**src/pmc_consts.vh**
```
// Purpose: Constants for the power mode controller
// Assumes: 10 MHz system clock
// Notes: Mode codes, wake flag positions, timing counts
`ifndef PMC_CONSTS_VH
`define PMC_CONSTS_VH

`define PMC_MODE_NORMAL 3'h0
`define PMC_MODE_IDLE 3'h1
`define PMC_MODE_STOP 3'h2
`define PMC_MODE_SUSPEND 3'h3
`define PMC_MODE_SLEEP 3'h4
`define PMC_MODE_RESET_VAL 3'h0

`define PMC_WAKE_RTC_FAIL 0
`define PMC_WAKE_RTC_ALARM 1
`define PMC_WAKE_PORT_MATCH 2
`define PMC_WAKE_CMP0 3
`define PMC_WAKE_RST_PIN 4
`define PMC_WAKE_W 5
`define PMC_FLAGS_RESET_VAL 5'h00
`define PMC_ANA_W 4
`define PMC_ANA_RESET_VAL 4'h0

`define PMC_FLAG_HOLD_CLKS 2'h2

`endif

```
**src/pmc_power_mode_controller.v**
```verilog
// Purpose: Power management unit moving the core between five power modes
// Assumes: Wake pins asynchronous; cpu strobes synchronous to clk_in
// Notes: Stop mode is left only by the system reset input
`timescale 1ns/1ps
`default_nettype none
`include "pmc_consts.vh"

// Summary of operation
// - Five modes exist and this unit controls entry into and exit from each.
// - Idle halts the cpu, keeps peripherals running, wakes on an interrupt.
// - Stop halts the cpu and precision oscillator; only a reset ends it.
// - Suspend gates the system clock and stops all internal oscillators.
// - Suspend ends on rtc, port match, comparator 0 or reset pin, no reset.
// - Sleep gates core supply, keeps only the rtc oscillator, same wakes.
// - Comparator 0 wakes sleep only in two-cell supply operation.
// - Sleep removes power from all digital peripherals.
// - Each analog peripheral may be disabled or low-power on its own.
// - The idle bit enters idle after its instruction; interrupts clear it.
// - The stop bit enters stop after its instruction; exit is a reset.
// - Wake flags read zero for three clocks after a suspend wake-up.
module pmc_power_mode_controller
(
    input wire clk_in,
    input wire arst_n_in,
    input wire idle_set_in,
    input wire stop_set_in,
    input wire suspend_set_in,
    input wire sleep_set_in,
    input wire instr_done_in,
    input wire irq_pending_in,
    input wire [`PMC_WAKE_W-1:0] wake_en_in,
    input wire rtc_fail_in,
    input wire rtc_alarm_in,
    input wire port_match_in,
    input wire cmp0_in,
    input wire rst_pin_n_in,
    input wire two_cell_in,
    input wire [`PMC_ANA_W-1:0] ana_disable_in,
    input wire [`PMC_ANA_W-1:0] ana_lowpwr_in,
    output reg [2:0] mode_out,
    output reg idle_select_bit_out,
    output reg stop_select_bit_out,
    output reg cpu_halt_out,
    output reg sysclk_gate_out,
    output reg prec_osc_en_out,
    output reg lp_osc_en_out,
    output reg core_supply_en_out,
    output reg dig_periph_pwr_out,
    output reg periph_clk_en_out,
    output reg [`PMC_ANA_W-1:0] ana_en_out,
    output reg [`PMC_ANA_W-1:0] ana_lp_out,
    output reg [`PMC_WAKE_W-1:0] wake_flags_out,
    output reg wake_out
);
    ////////////////////////////////////////////////////////////////////////
    // Pin synchronisers
    wire [`PMC_WAKE_W-1:0] raw_src;
    wire [`PMC_WAKE_W-1:0] sync_src;
    assign raw_src = {~rst_pin_n_in, cmp0_in, port_match_in,
                      rtc_alarm_in, rtc_fail_in};

    genvar gi;
    generate
        for (gi = 0; gi < `PMC_WAKE_W; gi = gi + 1)
        begin : g_sync
            pmc_sync u_sync
            (
                .clk_in(clk_in),
                .arst_n_in(arst_n_in),
                .d_in(raw_src[gi]),
                .q_out(sync_src[gi])
            );
        end
    endgenerate

    ////////////////////////////////////////////////////////////////////////
    // Wake decode
    reg [`PMC_WAKE_W-1:0] prev_q;
    wire [`PMC_WAKE_W-1:0] rise;
    reg [`PMC_WAKE_W-1:0] src_ok;
    reg [2:0] mode_q;
    reg [2:0] mode_d;

    assign rise = sync_src & ~prev_q;

    always @*
    begin
        src_ok = wake_en_in;
        if (mode_q == `PMC_MODE_SLEEP && !two_cell_in)
            src_ok[`PMC_WAKE_CMP0] = 1'b0;
    end

    wire [`PMC_WAKE_W-1:0] wake_hit;
    wire low_wake;
    assign wake_hit = rise & src_ok;
    assign low_wake = |wake_hit;

    ////////////////////////////////////////////////////////////////////////
    // Mode state machine
    reg pend_idle_q;
    reg pend_stop_q;
    reg pend_susp_q;
    reg pend_sleep_q;
    reg [1:0] hold_q;
    reg [`PMC_WAKE_W-1:0] flags_q;

    always @*
    begin
        mode_d = mode_q;
        case (mode_q)
            `PMC_MODE_NORMAL:
            begin
                if (instr_done_in)
                begin
                    if (pend_stop_q)
                        mode_d = `PMC_MODE_STOP;
                    else if (pend_sleep_q)
                        mode_d = `PMC_MODE_SLEEP;
                    else if (pend_susp_q)
                        mode_d = `PMC_MODE_SUSPEND;
                    else if (pend_idle_q)
                        mode_d = `PMC_MODE_IDLE;
                end
            end
            `PMC_MODE_IDLE:
                if (irq_pending_in)
                    mode_d = `PMC_MODE_NORMAL;
            `PMC_MODE_STOP:
                mode_d = `PMC_MODE_STOP;
            `PMC_MODE_SUSPEND:
                if (low_wake)
                    mode_d = `PMC_MODE_NORMAL;
            `PMC_MODE_SLEEP:
                if (low_wake)
                    mode_d = `PMC_MODE_NORMAL;
            default:
                mode_d = `PMC_MODE_NORMAL;
        endcase
    end

    wire leaving;
    assign leaving = (mode_q != `PMC_MODE_NORMAL) &&
                     (mode_d == `PMC_MODE_NORMAL);

    always @(posedge clk_in or negedge arst_n_in)
    begin
        if (!arst_n_in)
        begin
            mode_q <= `PMC_MODE_RESET_VAL;
            prev_q <= `PMC_FLAGS_RESET_VAL;
            pend_idle_q <= 1'b0;
            pend_stop_q <= 1'b0;
            pend_susp_q <= 1'b0;
            pend_sleep_q <= 1'b0;
            hold_q <= 2'h0;
            flags_q <= `PMC_FLAGS_RESET_VAL;
        end
        else
        begin
            mode_q <= mode_d;
            prev_q <= sync_src;
            // Idle, suspend, sleep requests cleared on wake; a set in the wake cycle is lost
            if (leaving)
            begin
                pend_idle_q <= 1'b0;
                pend_susp_q <= 1'b0;
                pend_sleep_q <= 1'b0;
            end
            else
            begin
                if (idle_set_in)
                    pend_idle_q <= 1'b1;
                if (suspend_set_in)
                    pend_susp_q <= 1'b1;
                if (sleep_set_in)
                    pend_sleep_q <= 1'b1;
            end
            if (stop_set_in)
                pend_stop_q <= 1'b1;
            if (low_wake && mode_q != `PMC_MODE_NORMAL)
                flags_q <= wake_hit;
            else if (mode_d != `PMC_MODE_NORMAL &&
                     mode_q == `PMC_MODE_NORMAL)
                flags_q <= `PMC_FLAGS_RESET_VAL;
            if (leaving && mode_q == `PMC_MODE_SUSPEND)
                hold_q <= `PMC_FLAG_HOLD_CLKS;
            else if (hold_q != 2'h0)
                hold_q <= hold_q - 2'h1;
        end
    end

    ////////////////////////////////////////////////////////////////////////
    // Registered controls
    wire nx_normal;
    wire nx_idle;
    wire nx_stop;
    wire nx_susp;
    wire nx_sleep;
    assign nx_normal = (mode_d == `PMC_MODE_NORMAL);
    assign nx_idle = (mode_d == `PMC_MODE_IDLE);
    assign nx_stop = (mode_d == `PMC_MODE_STOP);
    assign nx_susp = (mode_d == `PMC_MODE_SUSPEND);
    assign nx_sleep = (mode_d == `PMC_MODE_SLEEP);

    always @(posedge clk_in or negedge arst_n_in)
    begin
        if (!arst_n_in)
        begin
            mode_out <= `PMC_MODE_RESET_VAL;
            idle_select_bit_out <= 1'b0;
            stop_select_bit_out <= 1'b0;
            cpu_halt_out <= 1'b0;
            sysclk_gate_out <= 1'b0;
            prec_osc_en_out <= 1'b1;
            lp_osc_en_out <= 1'b1;
            core_supply_en_out <= 1'b1;
            dig_periph_pwr_out <= 1'b1;
            periph_clk_en_out <= 1'b1;
            ana_en_out <= `PMC_ANA_RESET_VAL;
            ana_lp_out <= `PMC_ANA_RESET_VAL;
            wake_flags_out <= `PMC_FLAGS_RESET_VAL;
            wake_out <= 1'b0;
        end
        else
        begin
            mode_out <= mode_d;
            idle_select_bit_out <= (pend_idle_q | idle_set_in) & ~leaving;
            stop_select_bit_out <= pend_stop_q | stop_set_in;
            cpu_halt_out <= ~nx_normal;
            sysclk_gate_out <= nx_susp | nx_sleep;
            prec_osc_en_out <= nx_normal | nx_idle;
            lp_osc_en_out <= ~(nx_susp | nx_sleep);
            core_supply_en_out <= ~nx_sleep;
            dig_periph_pwr_out <= ~nx_sleep;
            periph_clk_en_out <= nx_normal | nx_idle;
            ana_en_out <= ~ana_disable_in;
            ana_lp_out <= ana_lowpwr_in;
            if (hold_q != 2'h0 || (leaving && mode_q == `PMC_MODE_SUSPEND))
                wake_flags_out <= `PMC_FLAGS_RESET_VAL;
            else
                wake_flags_out <= flags_q;
            wake_out <= leaving;
        end
    end
endmodule // pmc_power_mode_controller
`default_nettype wire

```
**src/pmc_sync.v**
```verilog
// Purpose: Three-flop input synchroniser with agreement filter
// Assumes: One clock domain
// Notes: Output changes once the second and third stage agree
`timescale 1ns/1ps
`default_nettype none
module pmc_sync
(
    input wire clk_in,
    input wire arst_n_in,
    input wire d_in,
    output reg q_out
);
    reg s1_q;
    reg s2_q;
    reg s3_q;

    always @(posedge clk_in or negedge arst_n_in)
    begin
        if (!arst_n_in)
        begin
            s1_q <= 1'b0;
            s2_q <= 1'b0;
            s3_q <= 1'b0;
            q_out <= 1'b0;
        end
        else
        begin
            s1_q <= d_in;
            s2_q <= s1_q;
            s3_q <= s2_q;
            if (s2_q == s3_q)
                q_out <= s3_q;
        end
    end
endmodule // pmc_sync
`default_nettype wire
```
**config.mk**
```make
export PLATFORM = sky130hd
export DESIGN_NAME = pmc_power_mode_controller
export DESIGN_NICKNAME = d
export VERILOG_FILES = /design/src/pmc_power_mode_controller.v /design/src/pmc_sync.v
export VERILOG_INCLUDE_DIRS = /design/src /design/src/src
export SDC_FILE = /design/constraint.sdc
export NUM_CORES = 1
export LEC_CHECK = 0
export BUFFER_PORTS_ARGS = -buffer_cell sky130_fd_sc_hd__buf_4
export CAP_MARGIN = 10
export CELL_PAD_IN_SITES_DETAIL_PLACEMENT = 1
export CELL_PAD_IN_SITES_GLOBAL_PLACEMENT = 1
export CORE_ASPECT_RATIO = 0.6
export CORE_MARGIN = 2
export CORE_UTILIZATION = 40
export DETAILED_ROUTE_END_ITERATION = 10
export GPL_ROUTABILITY_DRIVEN = 0
export PLACE_DENSITY_LB_ADDON = 0.25
export SLEW_MARGIN = 20
export SYNTH_ARGS = -nofsm -noshare
export SYNTH_HDL_FRONTEND = slang
export SYNTH_SLANG_ARGS = --single-unit
```
**constraint.sdc**
```tcl
create_clock -name clk_in -period 4.4 [get_ports clk_in]
set_input_delay 0.22 -clock clk_in [delete_from_list [all_inputs] [get_ports clk_in]]
set_output_delay 0.22 -clock clk_in [all_outputs]
set_load 0.01 [all_outputs]
```
### Yosys cells after proc, flatten, opt, wreduce, memory -nomap -nowiden

Cells that the tools add are included.

* $add $sub $neg: 1
* eq/ne operators: 12
* multiplexer cells: 20
* bitwise logic cells: 14
* reduce and logical (&&, ||, !) cells: 19

Operators by type and width (number)
* $mux W3: 7
* $mux W5: 3
* $pmux W3 S4: 1
* $reduce_bool A2 Y1: 6
* $and A5 B5 Y5: 2
* $eq A3 B2 Y1 const B: 3
* $mux W1: 7
* $eq A3 B1 Y1 const B: 2
* $eq A3 B3 Y1 const B: 2
* $logic_not A3 Y1: 2
* $reduce_bool A3 Y1: 2
* $eq A1 B1 Y1: 5
* $logic_and A1 B1 Y1: 5
* $not A1 Y1: 5
* $not A5 Y5: 1
* $reduce_or A5 Y1: 1
* $mux W2: 2
* $not A4 Y4: 1
* $or A1 B1 Y1: 4
* $reduce_or A2 Y1: 1
* $sub A2 B1 Y2 const B: 1
* $and A1 B1 Y1: 1
* $logic_not A1 Y1: 1
* $logic_or A1 B1 Y1: 1

* flip-flop bits (word level): 60
* bits of input ports: 27
* output and inout port bits: 26
* word-level logic and storage cells: 105

### Depth between registers and ports, before layout

* depth in word-level cells: 12
* mapped depth: 5
* depth with buffers taken out: 4

### By module

A second synthesis with hierarchy kept.

* cell total of the unflattened synthesis: 161
* area, all modules: 2140.8 um^2

By module, submodules not included
* pmc_power_mode_controller: instances 1, cells each 136, area each 1584.0 um^2, seq. area each 1004.7 um^2
* pmc_sync: instances 5, cells each 5, area each 111.4 um^2, seq. area each 100.1 um^2

### Worst setup path after synthesis

Ideal clock, no wire load.

* kind: register to register
* start point: register mode_out[1] (netlist name)
* end point: register flags_q[3]
* setup time: 86 ps
* arrival time: 1674 ps
* slack: 2641 ps
* cell stages (with the launch flop): 6
* buffers on the path: 2
* clock period less this slack: 1759 ps
* cells stage by stage: dfrtp_1 -> buf_6 -> or3_1 -> buf_2 -> or4b_4 -> o221ai_2

RTL lines
* to (signal assigned): RTL line pmc_power_mode_controller.v:156 `` flags_q <= `PMC_FLAGS_RESET_VAL; ``
* to (signal assigned): RTL line pmc_power_mode_controller.v:181 `flags_q <= wake_hit;`
* to (signal assigned): RTL line pmc_power_mode_controller.v:184 `` flags_q <= `PMC_FLAGS_RESET_VAL; ``
* to (decl): RTL line pmc_power_mode_controller.v:105 `` reg [`PMC_WAKE_W-1:0] flags_q; ``

==> results.md <==
- Run status: finished clean
- Register share of total power: 48.0%
- Drt pass-1 iters: 4
- Final #Nets: 256
- Netlist cell types: 37
- Remaining antenna violation count: 0
- Combinational Power Share: 11.1%
- Clk Tree Root Cell: clkbuf_8
- Worst path max stage delay: 0.49 ns
- Sw Share: 23.6%
- Placed cell area: 2570 µm²
- Clock-pin slew on the worst setup and hold paths: 0.07 ns
- Postcts setup bufs: 0
- Worst slew margin: 52.0%
- Worst-skew pair later-pin latency: 0.34 ns
- Die footprint: 5960 µm²
- Max Cap Viol: 0
- Pint: 0.993 mW
- Post-synth ARST share: 100%
- Clk_skew: 0.00771 ns
- Vias per cell: 4.99
- Worst path cell trace: or2_2 -> o221a_2 -> a211oi_2 -> a21oi_1
- Mean post-synth cell area: 13.3 µm²
- Worst reg-to-reg path cell count: 4
- Tot Pwr: 1.30 mW
- Fmax: 544 MHz
- HP Class: in -> reg
- Post-synthesis sequential area ratio: 70.5%
- Hold Path End: ana_en_out[1]
- Slowest-stage cell, CP: dfrtp_1
- CP max FO: 10
- Final Hold Viols: 0
- Drt wl/cell: 15.7 µm
- Reg2Reg Setup Slack: 2.56 ns
- Crit path launch type: flip-flop
- CTS tree: done
- Share of layout cells above drive strength 1: 33.9%
- Pwr per Cell Area: 451 nW/µm²
- Yosys warnings: 0
- Largest net degree at the start of global routing: 61
- Synth Net Count: 189
- Worst-case vdd ir drop: 0.210 mV
- DRT Wirelength: 4700 µm
- Post-route insts no fill: 299
- Final Cycle Share: 41.8%
- Final setup fails: 0
- Die W: 98.3 µm
- Vias in the first global route: 1548
- DR DRC count: 0
- Layout overhead on the synthesized area: 35.1%
- Initial core utilization: 41.8%
- Worst Hold Path Cells: 2
- Ant diodes: 0
- CP endpoint kind: flip-flop
- Switch Pwr: 0.307 mW
- Setup tns final: 0 ns
- Number of synthesized flops with an enable pin: 0
- Ys flop type: dfrtp_1
- Mapped cell area: 2130 µm²
- First-pass GRT wire length: 7500 µm
- Multi-input logic area: 541 µm²
- Hold path start: ana_disable_in[1]
- P_leak: 1.34 nW
- CTS Buf Count: 9
- Core box area: 5100 µm²
- Unrepaired setup endpoints after global routing: no
- Final Max Slew Viols: 0
- Cell total after placement: 273
- CP Class: reg -> reg
- Critical path data required time: 4.58 ns
- Io pins: 53
- Initial antenna violation count: 0
- Site row count: 20
- Cells after synthesis: 161
- Clock share of power: 40.9%
- H-tree depth: 3
- GRT Resource Usage Total: 17.4%
- Sequential cell area: 1510 µm²
- Design area: 2880 µm²
- Worst Tran Pin Value: 0.720 ns
- Final hold slack: 0.0201 ns
- FF+latch count, synth: 60
- R2R Path End: pend_susp_q
- R2R Path Start: mode_out[1]
- Die H: 60.6 µm
- Buffers on Ports: 52
- Hpwl dp: 3300 µm
- Min Tclk post-route: 1.84 ns
- CTS sink count: 60
- Bufs on Longest Clock Path: 2
- Crit path DAT: 2.02 ns
- DR vias: 1492
- Fill count: 525
- Congestion Overflow GR: 0
- Starting DRT DRC Count: 44
## Yosys cell counts, types with 2 or more instances
cell       n  area share, %
dfrtp_1   57             67
nor2_1    14            2.5
inv_1     13            2.3
and3_1     6            1.8
nand2_1    6            1.1
a21oi_1    5            1.2
a41oi_1    5            2.1
maj3_1     5            2.3
nand3b_1   5            1.8
o21ai_1    5            1.2
and2_1     3           0.88
dfstp_2    3            3.7
or2_2      3           0.88
buf_2      2           0.47
buf_4      2           0.70
nand3_1    2           0.47
nor2b_1    2           0.59
nor3b_1    2           0.70
o211ai_1   2           0.70
o21ai_0    2           0.47
## worst max-delay path by stage
stage                startpoint          end  slack (ns)  cells after the start
finish              mode_out[1]  pend_susp_q        2.56                      4
global route        mode_out[1]    hold_q[1]        2.45                      4
CTS                 mode_out[1]  pend_susp_q        2.57                      4
detailed placement  mode_out[1]  pend_susp_q        2.57                      4
global placement    mode_out[1]   flags_q[1]        2.70                      4
floorplan           mode_out[1]   flags_q[3]        2.64                      5
## cells by family after synthesis
| family | after synthesis | synth area share (%) |
|---|---|---|
| AO/OA/AOI/OAI | 26 | 9.03 |
| XOR/XNOR | 1 | 0.410 |
| adder cells (fa/ha/maj) | 6 | 2.93 |
| buffers and inverters | 19 | 4.16 |
| flip-flops | 60 | 70.5 |
| AND/OR/NAND/NOR | 49 | 13.0 |
## registers in the layout, indices dropped and copies added, names as in the netlist, 2 cells and up
name	flops
g_sync.u_sync.s1_q	5
mode_out	3
ana_en_out	4
wake_flags_out	5
g_sync.u_sync.s3_q	5
ana_lp_out	4
g_sync.u_sync.q_out	5
flags_q	5
g_sync.u_sync.s2_q	5
prev_q	5
hold_q	2
## layer usage
layer	share of wire (%)	vias to the layer above	global-route usage, %	wire length (µm)
li1	-	683	-	-
met4	1.9	0	9.39	90
met1	44	755	21.0	2090
met3	5.5	10	6.11	258
met5	0	-	0	0
met2	48	44	28.6	2260
## what timing repair did
item / CTS / global route
resized for setup: 0 / 0
hold buffers: 10 / 0
endpoints found under the setup margin: 0 / 0
endpoints found under the hold margin: 66 / 0
## area by class of cell
type	instances	area share, %
Tap cell	66	2.86
Clock inverter	6	3.08
Timing Repair Buffer	62	17.0
Multi-Input combinational cell	82	18.7
Inverter	13	1.69
Clock buffer	10	4.43
Sequential cell	60	52.2
## power groups by stage
stage	Clock, mW	Sequential, mW	Combinational [mW]
2_1_floorplan	0	0.631	0.0691
3_3_place_gp	0	0.629	0.130
3_5_place_dp	0	0.633	0.139
4_1_cts	0.549	0.623	0.147
5_1_grt	0.571	0.629	0.163
6_report	0.532	0.623	0.144
## critical path, delay by kind of cell (launching register included)
kind | cells | cell delay, ns
AOI/OAI and AO/OA | 3 | 0.83
DFF | 1 | 0.49
and+or+nand+nor | 1 | 0.36
## per-stage QoR
stage                     util [%]  worst slack, ns
after floorplan                  -             2.64
after global placement        50.3             2.70
after detailed placement      50.3             2.57
after CTS                     56.5             2.57
after global routing          56.5             2.45
final                         56.5             2.56
## cells in the final DEF, fill, tap and decap left out, types with 2 or more instances in the layout
master         synthesis  routed
nand3_1                2       2
dlygate4sd3_1          0      10
nor3b_1                2       2
nand2_1                6       6
o211ai_1               2       2
dfrtp_1               57      57
o21ai_1                5       5
o21ai_0                2       2
and2_1                 3       3
maj3_1                 5       5
clkbuf_8               0       9
dfstp_2                3       3
or2_2                  3       3
a41oi_1                5       5
buf_4                  2      52
clkinvlp_4             0       2
bufinv_16              0       2
nor2b_1                2       2
inv_1                 13      13
and3_1                 6       6
nand3b_1               5       5
a21oi_1                5       5
nor2_1                14      14
Power figures use the tool's default switching activity.
